===== src/gpc_cfg.svh =====
`ifndef GPC_CFG_SVH
`define GPC_CFG_SVH
// Behaviour
// - Bit 31 always reads zero
// - Bit 30 shuts PLLs in active L1
// - Device-state L1 always shuts PLLs off
// - Bit 29 enables active L1 upstream
// - Bit 29 drives L1 support reporting
// - Bits 27 to 22 read zero
// - Scale field picks 1, 0.1, 0.01, 0.001
// - Value times scale gives minimum power
// - Nonzero value compares against slot limits
// - Zero value skips comparison entirely
// - Fields loaded from EEPROM, cleared by reset
// - Override field decides comparison response

`define GPC_CTRL_OFFSET     8'hb8
`define GPC_BIT_RSVD31      31
`define GPC_BIT_PLL_OFF     30
`define GPC_BIT_L1_ALLOW    29
`define GPC_BIT_DIAG        28
`define GPC_SCALE_HI        21
`define GPC_SCALE_LO        20
`define GPC_VALUE_HI        19
`define GPC_VALUE_LO        12
`define GPC_OVR_HI          11
`define GPC_OVR_LO          10
`define GPC_WRITE_MASK      32'h703f_fc00
`define GPC_RESET_VALUE     32'h0000_0000
`define GPC_LIMIT_W         8
`define GPC_MILLI_W         20
`endif


===== src/gpc_pkg.sv =====
package gpc_pkg;
  typedef enum logic [1:0] {
    GPC_SCALE_1_0,
    GPC_SCALE_0_1,
    GPC_SCALE_0_01,
    GPC_SCALE_0_001
  } gpc_scale_t;

  typedef enum logic [1:0] {
    GPC_OVR_IGNORE,
    GPC_OVR_PIN,
    GPC_OVR_PIN_UR,
    GPC_OVR_RSVD
  } gpc_ovr_t;

  typedef enum logic [1:0] {
    GPC_CMP_IDLE,
    GPC_CMP_CALC,
    GPC_CMP_DONE
  } gpc_cmp_state_t;
endpackage : gpc_pkg


===== src/gpc_cmp_if.sv =====
`timescale 1ns/1ps
// Carries the programmed minimum and the limit under compare to the comparator
interface gpc_cmp_if;
  logic                   start;
  logic [7:0]             min_value;
  gpc_pkg::gpc_scale_t    min_scale;
  logic [7:0]             lim_value;
  gpc_pkg::gpc_scale_t    lim_scale;
  logic                   done;
  logic                   over;

  modport ctrl (output start, output min_value, output min_scale,
                output lim_value, output lim_scale, input done, input over);
  modport cmp  (input start, input min_value, input min_scale,
                input lim_value, input lim_scale, output done, output over);
endinterface : gpc_cmp_if


===== src/gpc_global_ctrl.sv =====
`timescale 1ns/1ps
`include "gpc_cfg.svh"
// Global chip control upper bits plus the override field they feed
module gpc_global_ctrl (
  input  wire logic        clock,
  input  wire logic        rst_b,
  input  wire logic [7:0]  cfg_addr,
  input  wire logic        cfg_wr,
  input  wire logic [3:0]  cfg_be,
  input  wire logic [31:0] cfg_wdata,
  output logic [31:0]      cfg_rdata,
  input  wire logic        eeprom_load,
  input  wire logic [31:0] eeprom_data,
  input  wire logic        dstate_l1,
  input  wire logic        aspm_l1,
  input  wire logic        slot_limit_valid,
  input  wire logic [7:0]  slot_limit_value,
  input  wire logic [1:0]  slot_limit_scale,
  output logic             pll_off,
  output logic             active_l1_allow,
  output logic             link_cap_l1_support,
  output logic             power_over,
  output logic             power_ur_mode
);
  logic [31:0]          ctrl_reg;
  logic [31:0]          ctrl_next;
  logic [7:0]           lim_value_reg;
  gpc_pkg::gpc_scale_t  lim_scale_reg;
  logic                 busy_reg;
  logic                 over_reg;
  logic                 pll_off_reg;
  logic                 pend_reg;
  logic [7:0]           pend_value_reg;
  logic [1:0]           pend_scale_reg;
  logic [31:0]          be_mask;
  gpc_pkg::gpc_ovr_t    ovr;
  gpc_cmp_if            cmp_bus ();

  // Expands byte enables to a bit mask
  function automatic logic [31:0] gpc_be_mask(input logic [3:0] be);
    gpc_be_mask = {{8{be[3]}}, {8{be[2]}}, {8{be[1]}}, {8{be[0]}}};
  endfunction : gpc_be_mask

  ////////////////////////////////////////////////////////////////////////////
  // Register write path
  assign be_mask = gpc_be_mask(cfg_be);

  // EEPROM load takes priority over a same-cycle config write
  always_comb begin
    ctrl_next = ctrl_reg;
    if (eeprom_load) begin
      ctrl_next = eeprom_data & `GPC_WRITE_MASK;
    end else if (cfg_wr && cfg_addr == `GPC_CTRL_OFFSET) begin
      ctrl_next = (ctrl_reg & ~(be_mask & `GPC_WRITE_MASK))
                | (cfg_wdata & be_mask & `GPC_WRITE_MASK);
    end
  end

  // Fundamental reset clears all fields
  always_ff @(posedge clock or negedge rst_b) begin
    if (!rst_b) begin
      ctrl_reg <= `GPC_RESET_VALUE;
    end else begin
      ctrl_reg <= ctrl_next;
    end
  end

  // Reserved bits never stored, so they read zero
  always_ff @(posedge clock or negedge rst_b) begin
    if (!rst_b) begin
      cfg_rdata <= 32'h0000_0000;
    end else if (cfg_addr == `GPC_CTRL_OFFSET) begin
      cfg_rdata <= ctrl_reg & `GPC_WRITE_MASK;
    end else begin
      cfg_rdata <= 32'h0000_0000;
    end
  end

  ////////////////////////////////////////////////////////////////////////////
  // Low-power controls
  // Registered so PLL gating never glitches on state decode
  always_ff @(posedge clock or negedge rst_b) begin
    if (!rst_b) begin
      pll_off_reg <= 1'b0;
    end else begin
      pll_off_reg <= dstate_l1 | (aspm_l1 & ctrl_reg[`GPC_BIT_PLL_OFF]);
    end
  end
  assign pll_off = pll_off_reg;

  assign active_l1_allow     = ctrl_reg[`GPC_BIT_L1_ALLOW];
  assign link_cap_l1_support = ctrl_reg[`GPC_BIT_L1_ALLOW];

  ////////////////////////////////////////////////////////////////////////////
  // Slot power comparison
  // A message arriving mid-compare is held and run next; later ones overwrite it
  always_ff @(posedge clock or negedge rst_b) begin
    if (!rst_b) begin
      pend_reg       <= 1'b0;
      pend_value_reg <= 8'h00;
      pend_scale_reg <= 2'h0;
    end else if (slot_limit_valid) begin
      pend_reg       <= 1'b1;
      pend_value_reg <= slot_limit_value;
      pend_scale_reg <= slot_limit_scale;
    end else if (!busy_reg) begin
      pend_reg       <= 1'b0;
    end
  end

  // Starts a compare only with a nonzero minimum value
  always_ff @(posedge clock or negedge rst_b) begin
    if (!rst_b) begin
      busy_reg      <= 1'b0;
      lim_value_reg <= 8'h00;
      lim_scale_reg <= gpc_pkg::GPC_SCALE_1_0;
    end else if (!busy_reg && pend_reg
                 && ctrl_reg[`GPC_VALUE_HI:`GPC_VALUE_LO] != 8'h00) begin
      busy_reg      <= 1'b1;
      lim_value_reg <= pend_value_reg;
      lim_scale_reg <= gpc_pkg::gpc_scale_t'(pend_scale_reg);
    end else if (cmp_bus.done) begin
      busy_reg      <= 1'b0;
    end
  end

  assign cmp_bus.start     = busy_reg & !cmp_bus.done;
  assign cmp_bus.min_value = ctrl_reg[`GPC_VALUE_HI:`GPC_VALUE_LO];
  assign cmp_bus.min_scale = gpc_pkg::gpc_scale_t'(ctrl_reg[`GPC_SCALE_HI:`GPC_SCALE_LO]);
  assign cmp_bus.lim_value = lim_value_reg;
  assign cmp_bus.lim_scale = lim_scale_reg;

  gpc_power_cmp u_cmp (
    .clock (clock),
    .rst_b (rst_b),
    .cmp   (cmp_bus)
  );

  // Result held until next message; zero minimum drops any prior result
  always_ff @(posedge clock or negedge rst_b) begin
    if (!rst_b) begin
      over_reg <= 1'b0;
    end else if (ctrl_reg[`GPC_VALUE_HI:`GPC_VALUE_LO] == 8'h00) begin
      over_reg <= 1'b0;
    end else if (cmp_bus.done) begin
      over_reg <= cmp_bus.over;
    end
  end

  // Reserved override code acts as ignore
  assign ovr           = gpc_pkg::gpc_ovr_t'(ctrl_reg[`GPC_OVR_HI:`GPC_OVR_LO]);
  assign power_over    = over_reg & (ovr == gpc_pkg::GPC_OVR_PIN
                                  || ovr == gpc_pkg::GPC_OVR_PIN_UR);
  assign power_ur_mode = over_reg & (ovr == gpc_pkg::GPC_OVR_PIN_UR);
endmodule : gpc_global_ctrl


===== src/gpc_power_cmp.sv =====
`timescale 1ns/1ps
`include "gpc_cfg.svh"
// Scaled power comparison, two cycles after start
module gpc_power_cmp (
  input  wire logic clock,
  input  wire logic rst_b,
  gpc_cmp_if.cmp    cmp
);
  gpc_pkg::gpc_cmp_state_t state_reg;
  logic [`GPC_MILLI_W-1:0] min_milli_reg;
  logic [`GPC_MILLI_W-1:0] lim_milli_reg;
  logic                    over_reg;

  // Converts value and scale to milliwatts so both sides compare exactly
  function automatic logic [`GPC_MILLI_W-1:0] gpc_to_milli(
    input logic [7:0] value, input gpc_pkg::gpc_scale_t scale);
    logic [`GPC_MILLI_W-1:0] v;
    v = {12'h000, value};
    case (scale)
      gpc_pkg::GPC_SCALE_1_0:  gpc_to_milli = `GPC_MILLI_W'(v * 20'd1000);
      gpc_pkg::GPC_SCALE_0_1:  gpc_to_milli = `GPC_MILLI_W'(v * 20'd100);
      gpc_pkg::GPC_SCALE_0_01: gpc_to_milli = `GPC_MILLI_W'(v * 20'd10);
      default:                 gpc_to_milli = v;
    endcase
  endfunction : gpc_to_milli

  ////////////////////////////////////////////////////////////////////////////
  // Sequencer
  always_ff @(posedge clock or negedge rst_b) begin
    if (!rst_b) begin
      state_reg <= gpc_pkg::GPC_CMP_IDLE;
    end else begin
      case (state_reg)
        gpc_pkg::GPC_CMP_IDLE: if (cmp.start) state_reg <= gpc_pkg::GPC_CMP_CALC;
        gpc_pkg::GPC_CMP_CALC: state_reg <= gpc_pkg::GPC_CMP_DONE;
        default:               state_reg <= gpc_pkg::GPC_CMP_IDLE;
      endcase
    end
  end

  // Operand capture; split from compare to keep multiplier path short
  always_ff @(posedge clock or negedge rst_b) begin
    if (!rst_b) begin
      min_milli_reg <= '0;
      lim_milli_reg <= '0;
    end else if (state_reg == gpc_pkg::GPC_CMP_IDLE && cmp.start) begin
      min_milli_reg <= gpc_to_milli(cmp.min_value, cmp.min_scale);
      lim_milli_reg <= gpc_to_milli(cmp.lim_value, cmp.lim_scale);
    end
  end

  // Over when the slot limit exceeds the required minimum
  always_ff @(posedge clock or negedge rst_b) begin
    if (!rst_b) begin
      over_reg <= 1'b0;
    end else if (state_reg == gpc_pkg::GPC_CMP_CALC) begin
      over_reg <= (lim_milli_reg > min_milli_reg);
    end
  end

  assign cmp.done = (state_reg == gpc_pkg::GPC_CMP_DONE);
  assign cmp.over = over_reg;
endmodule : gpc_power_cmp


===== config.mk =====
export PLATFORM = sky130hd
export DESIGN_NAME = gpc_global_ctrl
export DESIGN_NICKNAME = d
export VERILOG_FILES = /design/src/gpc_pkg.sv /design/src/gpc_cmp_if.sv /design/src/gpc_global_ctrl.sv /design/src/gpc_power_cmp.sv
export VERILOG_INCLUDE_DIRS = /design/src
export SDC_FILE = /design/constraint.sdc
export NUM_CORES = 1
export LEC_CHECK = 0
export BUFFER_PORTS_ARGS = -buffer_cell sky130_fd_sc_hd__buf_2
export CORE_ASPECT_RATIO = 1.5
export CORE_UTILIZATION = 30
export DETAILED_ROUTE_END_ITERATION = 10
export GPL_ROUTABILITY_DRIVEN = 0
export HOLD_SLACK_MARGIN = 0.1
export PLACE_DENSITY_LB_ADDON = 0.3
export RECOVER_POWER = 100
export SYNTH_ARGS = -nofsm -noshare
export SYNTH_HDL_FRONTEND = slang
export SYNTH_SLANG_ARGS = --single-unit

===== constraint.sdc =====
create_clock -name clock -period 5.69 [get_ports clock]
set_input_delay 1.138 -clock clock [delete_from_list [all_inputs] [get_ports clock]]
set_output_delay 1.138 -clock clock [all_outputs]
set_load 0.005 [all_outputs]

## Yosys cells after proc, flatten, opt, wreduce, memory -nomap -nowiden

Index checks and enable logic that the tools add are counted.

- Word-level logic and storage cells: 69
- Bits of input ports: 93
- Flip-flop bits (word level): 131
- Output and inout bits: 37

- Eq/ne operators: 11
- Reduce and logical (&&, ||, !) cells: 15
- $mul: 6
- $lt $le $gt $ge: 1
- Mux-type cells: 13
- Bitwise gates (word level): 9

Operators with widths:

| operator | number |
|---|---|
| $pmux 18 s3 | 2 |
| $mux 32 | 2 |
| $and 32x32->32 | 1 |
| $not 31->32 | 1 |
| $or 32x31->32 | 1 |
| $and 31x31->31 | 1 |
| $mux 31 | 1 |
| $mul 8x7->15 const B | 2 |
| $mul 8x5->13 const B | 2 |
| $mul 8x3->11 const B | 2 |
| $gt 20x20->1 | 1 |
| $eq 2x1->1 const B | 4 |
| $eq 2x2->1 const B | 4 |
| $eq 8x8->1 const B | 1 |
| $logic_not 8->1 | 1 |
| $reduce_bool 8->1 | 1 |
| $logic_not 2->1 | 3 |
| $mux 1 | 6 |
| $reduce_bool 2->1 | 3 |
| $and 1x1->1 | 4 |
| $logic_and 1x1->1 | 4 |
| $pmux 2 s2 | 1 |
| $logic_not 1->1 | 2 |
| $mux 2 | 1 |
| other kinds (4) | 4 |

## Longest topological paths before layout

Gate-level depths: netlist (run 1).

- Depth after elaboration: 5
- Gate-level depth with buffers: 14

## Cells and area by module

Synthesis (run 1) repeated with hierarchy kept, for this count alone.

- Cell total of the unflattened synthesis: 950
- Area, all modules: 9238.9 um^2

By module, submodules not included:

| module | area an instance (um^2) | cells each | times used |
|---|---|---|---|
| gpc_power_cmp | 6665.1 | 730 | 1 |
| gpc_global_ctrl | 2573.7 | 220 | 1 |

## Least setup slack after synthesis (run 1)

OpenSTA, ideal clock, no wires.

- Path kind: flip-flop to flip-flop
- Start point: register lim_value_reg[3], in the netlist cmp_bus.lim_value[3]
- End point: register u_cmp.lim_milli_reg[15]
- Path slack: 1.623 ns
- Data required time: 5.580 ns
- Stages on the path, launching flop included: 13
- Data arrival time: 3.957 ns
- Cells stage by stage: dfrtp_1 -> inv_1 -> fa_1 -> fa_1 -> fa_1 -> fa_1 -> inv_1 -> ha_1 -> or4_1 -> o21ai_1 -> o21ai_0 -> xnor2_1 -> o41ai_1

- Cells in the longest elaborated chain, start to end: 2

Ends and longest elaborated chain:

| what | line | RTL |
|---|---|---|
| start: declaration | gpc_global_ctrl.sv:27 | `logic [7:0] lim_value_reg;` |
| start signal: assignment | gpc_global_ctrl.sv:120 | `lim_value_reg <= pend_value_reg;` |
| $mul 8x7->15 | gpc_power_cmp.sv:20 | `` gpc_pkg::GPC_SCALE_1_0: gpc_to_milli = `GPC_MILLI_W'(v * 20'd1000); `` |
| $pmux 18 s3 | gpc_power_cmp.sv:19 | `case (scale)` |
| end signal: assignment | gpc_power_cmp.sv:48 | `lim_milli_reg <= gpc_to_milli(cmp.lim_value, cmp.lim_scale);` |
| end: declaration | gpc_power_cmp.sv:11 | `` logic [`GPC_MILLI_W-1:0] lim_milli_reg; `` |

No other way between the ends.
A chain may end at the register's enable or synchronous reset.

==> results.tsv, run 1 <==
metric	value	unit
layout-drive-gt1-share	0.1122	
drt_pre_antenna_iters	4	
clock_insertion_delay_worst_skew	350	ps
tritoncts_clock_tree	built	
synth_enable_flop_cells	0	
timing_worst_slew_pin_value	2139	ps
number_of_buffer_cells_added_on_primary_ports	77	
dr.first_iter.drc_count	238	
cts-hold-fix-buffers	0	
rows	77	
area_growth_syn_to_layout	11.39	%
reg2regPathDepth	13	
antenna_found_initial	0	
num_clock_sinks	93	
cp-start-kind	register	
reg2reg_to	u_cmp.min_milli_reg[16]$_DFFE_PN0P_	
skew	9.348	ps
final_cell_mix	sky130_fd_sc_hd__ha_1, sky130_fd_sc_hd__inv_1, sky130_fd_sc_hd__dfrtp_1, sky130_fd_sc_hd__o21ai_0, sky130_fd_sc_hd__nand2_1	
post_synth_and_or_nand_nor_area_fraction	0.09624	
report.final.slew_viol_count	95	
status	finished with violations	
setup-tns-final	0	ps
n_fill_cell	3129	
ys_types	62	
timing.max_cap.violations	3	
slew_headroom	-0.4390	
yosysTopAreaCellShare	0.2554	
grt_pass1_vias	7051	
nNetsFinal	1316	
met1_usage	0.1468	
report.final.hold_viol_count	0	
min_period	4521	ps
r2r_slack	1170	ps
crit_path_end	u_cmp.min_milli_reg[16]$_DFFE_PN0P_	
timing.critical_path.arrival	4700	ps
critPathCaptureType	register	
ys.flop_type	sky130_fd_sc_hd__dfrtp_1	
wl	20930	µm
setup_viol_count_final	0	
track_usage	0.1413	
chipWidth	144.3	µm
timing.fmax	221.2	MHz
globalRoute.totalOverflow	0	
main_combinational_cell_family_by_area_after_synthesis	adder cells	
synth_area_leader_cell	sky130_fd_sc_hd__dfrtp_1	
critPathMaxFanout	10	
cts.path.max_buffers	2	
clk_pin_slew_worst_paths	70	ps
tritoncts.num_buffers	9	
met3_track_utilization_from_global_routing	0.01309	
synth-compound-area-share	0.1347	
yosysWarningCount	0	
vias_per_cell	4.759	
initial_utilization	0.3071	
grt_pass1_wl	34450	µm
final_min_period_over_clock_period	0.7945	
ys_top_cells_by_area	sky130_fd_sc_hd__dfrtp_1, sky130_fd_sc_hd__ha_1, sky130_fd_sc_hd__fa_1	
grt_max_degree	61	
hpwlAfterDp	17150	µm
grt_util_met2	0.2845	
cts_root_buf	sky130_fd_sc_hd__clkbuf_16	
synthAdderAreaFrac	0.3309	
synth_cells	933	
ctsResizeCount	0	
dieArea	31090	µm²
synth_seq_area_share	0.2554	
floorplan.die.height	215.5	µm
route.antenna.remaining_nets	0	
synth_area	9114	µm²
cts.htree.levels	3	
drc	0	
antennaDiodeCount	0	
placeableCoreArea	29670	µm²
vias	6715	
pin_count	130	
async_flop_share	1.000	
wl_per_cell	14.84	µm
worstSetupPathType	reg2reg	
synthMuxAreaShare	0.06549	
ys_ff_latch	93	
postSynthAreaPerCell	9.768	µm²
post_cts_buffers	0	
cp.required	5870	ps
post_synthesis_xor_xnor_area_fraction	0.03844	
failed_checks	capacitance limit, slew limit	
worst_hold_startpoint	pend_reg$_DFFE_PN0P_	
most_common_library_cell_in_the_layout_ignoring_fill_and_taps	sky130_fd_sc_hd__ha_1	
grt_setup_unrepaired	false	
hold_path.class	reg2reg	
gr-max-usage-layer	met2	
worst min-delay path by stage:
stage / to / slack (ps) / cells past startpoint
after floorplan: u_cmp.min_milli_reg[0]$_DFFE_PN0P_ / 450 / 2
after global placement: pend_reg$_DFFE_PN0P_ / 460 / 1
after detailed placement: pend_reg$_DFFE_PN0P_ / 470 / 1
after CTS: pend_reg$_DFFE_PN0P_ / 490 / 1
after global routing: pend_reg$_DFFE_PN0P_ / 510 / 1
final: pend_reg$_DFFE_PN0P_ / 480 / 1
layout make-up:
cell class	instances	area (µm²)	area share
tap	395	494.2	0.04868
multi-input combinational	689	6106	0.6014
clock inverter	6	71.32	0.007025
sequential	93	2327	0.2292
clock buffer	9	225.2	0.02218
inverter	129	484.2	0.04770
timing repair buffer	90	444.2	0.04375
critical path: stages (launching register included):
cell	delay [ps]
sky130_fd_sc_hd__dfrtp_1	600
sky130_fd_sc_hd__inv_1	180
sky130_fd_sc_hd__fa_1	590
sky130_fd_sc_hd__fa_1	450
sky130_fd_sc_hd__fa_1	500
sky130_fd_sc_hd__fa_1	520
sky130_fd_sc_hd__inv_1	40
sky130_fd_sc_hd__ha_1	340
sky130_fd_sc_hd__o21a_1	120
sky130_fd_sc_hd__o31a_1	130
sky130_fd_sc_hd__o41a_1	360
sky130_fd_sc_hd__a31oi_1	210
sky130_fd_sc_hd__xor2_1	200
sky130_fd_sc_hd__o22ai_1	90
synth_stat cells (all sizes together) (12+ instances only):
cell type and count:
and2 17, nor3 13, nand2 65, fa 50, nor2b 12, a211oi 13
inv 129, o21ai 67, dfrtp 93, mux2i 27, clkbuf 15, a21oi 33
xnor2 24, a21o 15, xor2 16, ha 161, mux2 21, nor2 30
buf 23
layer usage:
metal	up-vias	share of wire
met1	3236	0.39
met4	0	0.024
met3	28	0.016
met5	-	0
met2	98	0.57
li1	3353	-
kinds of logic (layout without fill, tap and decap cells):
kind of cell / Yosys count / count (layout)
simple gates: 175 / 175
xor+xnor: 40 / 40
mux: 52 / 52
buf+inv: 167 / 234
other cells: 1 / 17
flops: 93 / 93
fa+ha+maj: 211 / 211
compound gates: 194 / 194
through the flow:
step                instances  hold WS [ps]  worst slack, ps  area [µm²]    util
finish                   1411         482.6             1169       10150  0.3421
detailed placement       1396         470.5             1239        9922  0.3344
global route             1411         510.8            857.4       10150  0.3421
floorplan                 949         447.3             1623        9174       -
global placement         1396         459.0             1269        9922  0.3344
CTS                      1411         486.9             1207       10220  0.3444
Power of run 1 is not shown: default switching activity piles up to over one toggle a cycle in this logic, so the estimate is an artifact.
==> inputs of run 2 (changes only) <==
==> constraint.sdc (replaced) <==
create_clock -name clock -period 4.35 [get_ports clock]
set_input_delay 0.87 -clock clock [delete_from_list [all_inputs] [get_ports clock]]
set_output_delay 0.87 -clock clock [all_outputs]
set_load 0.005 [all_outputs]
==> run 2 against run 1 <==
Compared with the run above:
- the flow still finishes with violations (capacitance limit, slew limit)
- core utilization rose by 0.50 points
- non-clock buffer count rose by 14
- sequential cell count did not move
- first-iteration DRC count rose by 37%
- register-to-register slack got worse by 970 ps
- sequential share of layout area fell by 0.33 points
- maximum frequency rose by 8.9%
- critical endpoint unchanged
- highest routed layer unchanged
==> results.tsv, run 2 (synthesized netlist as in run 1, its figures left out) <==
metric	value	unit	change
number_of_buffer_cells_added_on_primary_ports	77		unchanged
initial_utilization	0.3071		unchanged
num_clock_sinks	93		unchanged
n_fill_cell	3123		-0.19%
timing.critical_path.arrival	4370	ps	-330 ps
chipWidth	144.3	µm	unchanged
met1_usage	0.1537		+0.006828
tritoncts.num_buffers	9		unchanged
clk_pin_slew_worst_paths	70	ps	about the same
hold_path.class	reg2reg		
hpwlAfterDp	17270	µm	+0.69%
globalRoute.totalOverflow	0		unchanged
grt_pass1_vias	7150		+1.4%
route.antenna.remaining_nets	0		unchanged
worst_hold_slack	482.3	ps	-0.3040 ps
vias	6700		-0.22%
postPlaceCellArea	10030	µm²	+1.1%
met3_track_utilization_from_global_routing	0.01243		-0.0006656
final_cell_count_no_fill	1426		+1.1%
pin_count	130		unchanged
dr.first_iter.drc_count	325		+37%
cts.htree.levels	3		unchanged
r2r_slack	200	ps	-970 ps
placeableCoreArea	29670	µm²	unchanged
nNetsFinal	1330		+1.1%
critPathCaptureType	register		
status	finished with violations		
rows	77		unchanged
place.detailed.instances	1410		+1.0%
setup_viol_count_final	0		unchanged
vias_per_cell	4.698		-1.3%
gr-max-usage-layer	met2		
final_min_period_over_clock_period	0.9546		+0.1601
grt_max_degree	74		+21%
layout-drive-gt1-share	0.1368		+0.02456
wl_per_cell	14.67	µm	-1.1%
min_period	4152	ps	-368.2 ps
failed_checks	capacitance limit, slew limit		
drc	0		unchanged
grt_pass1_wl	34680	µm	+0.66%
cts_root_buf	sky130_fd_sc_hd__clkbuf_16		
wl	20920	µm	about the same
track_usage	0.1414		about the same
cp-start-kind	register		
report.final.hold_viol_count	0		unchanged
floorplan.die.height	215.5	µm	unchanged
crit_path_end	u_cmp.min_milli_reg[16]$_DFFE_PN0P_		
area_growth_syn_to_layout	13.03	%	
worstSetupPathType	reg2reg		
critPathMaxFanout	4		-6
antenna_found_initial	0		unchanged
most_common_library_cell_in_the_layout_ignoring_fill_and_taps	sky130_fd_sc_hd__ha_1		
dieArea	31090	µm²	unchanged
timing_worst_slew_pin_value	1914	ps	-225.1 ps
cts.path.max_buffers	2		unchanged
setup-tns-final	0	ps	unchanged
reg2regPathDepth	13		unchanged
timing.max_cap.violations	1		-2
slew_headroom	-0.2758		+0.1632
grt_util_met2	0.2798		-0.004647
cp.required	4560	ps	-1310 ps
reg2reg_to	u_cmp.min_milli_reg[16]$_DFFE_PN0P_		
antennaDiodeCount	0		unchanged
drt_pre_antenna_iters	4		unchanged
skew	8.007	ps	-1.341 ps
clock_insertion_delay_worst_skew	350	ps	about the same
tritoncts_clock_tree	built		
finalInstanceArea	10300	µm²	+1.5%
final_cell_mix	sky130_fd_sc_hd__ha_1, sky130_fd_sc_hd__inv_1, sky130_fd_sc_hd__dfrtp_1, sky130_fd_sc_hd__nand2_1, sky130_fd_sc_hd__o21ai_0		
cts-hold-fix-buffers	0		unchanged
report.final.slew_viol_count	74		-22%
timing.fmax	240.8	MHz	+8.9%
-- run 2: per-stage QoR --
step / util / setup WS [ps]
floorplan: - / 282.6
global placement: 0.3379 / 160.4
detailed placement: 0.3379 / 115.6
CTS: 0.3478 / 93.94
global route: 0.3472 / -2.063
finish: 0.3472 / 197.6
-- run 2: worst min-delay path by stage --
stage                                                    end  slack [ps]  depth (start not counted)                          startpoint
after floorplan           u_cmp.min_milli_reg[0]$_DFFE_PN0P_         450                          2  u_cmp.min_milli_reg[0]$_DFFE_PN0P_
after global placement                  pend_reg$_DFFE_PN0P_         460                          1                pend_reg$_DFFE_PN0P_
after detailed placement                pend_reg$_DFFE_PN0P_         470                          1                pend_reg$_DFFE_PN0P_
after CTS                               pend_reg$_DFFE_PN0P_         480                          1                pend_reg$_DFFE_PN0P_
after global routing      u_cmp.lim_milli_reg[2]$_DFFE_PN0P_         520                          2  u_cmp.lim_milli_reg[2]$_DFFE_PN0P_
final                                   pend_reg$_DFFE_PN0P_         480                          1                pend_reg$_DFFE_PN0P_
-- run 2: critical path: stages, from the launching register on --
cell and delay, ps:
sky130_fd_sc_hd__dfrtp_1 410, sky130_fd_sc_hd__inv_1 110, sky130_fd_sc_hd__fa_1 570, sky130_fd_sc_hd__fa_1 450, sky130_fd_sc_hd__fa_1 520, sky130_fd_sc_hd__fa_1 520, sky130_fd_sc_hd__inv_1 40, sky130_fd_sc_hd__ha_1 340
sky130_fd_sc_hd__o21a_1 120, sky130_fd_sc_hd__o31a_1 130, sky130_fd_sc_hd__o41a_1 360, sky130_fd_sc_hd__a31oi_1 180, sky130_fd_sc_hd__xor2_1 190, sky130_fd_sc_hd__o22ai_1 90
-- run 2: layout make-up --
| type | instances | area, µm² | area share |
|---|---|---|---|
| tap | 395 | 494.2 | 0.04798 |
| multi-input combinational | 689 | 6137 | 0.5958 |
| sequential | 93 | 2327 | 0.2259 |
| inverter | 129 | 484.2 | 0.04701 |
| clock buffer | 9 | 225.2 | 0.02186 |
| clock inverter | 7 | 68.82 | 0.006680 |
| timing repair buffer | 104 | 564.3 | 0.05478 |
-- run 2: timing repair --
action                                  in CTS  in global routing
hold endpoints to repair                     0                  0
resized for setup                            0                  3
endpoints found under the setup margin       0                  2
setup buffers                                0                  0
-- run 2: routing by layer --
| layer | vias to the layer above | wire [µm] |
|---|---|---|
| met4 | 0 | 426 |
| li1 | 3364 | - |
| met1 | 3220 | 8298 |
| met5 | - | 0 |
| met3 | 24 | 382 |
| met2 | 92 | 11820 |
Power of run 2 is left out for the same reason.
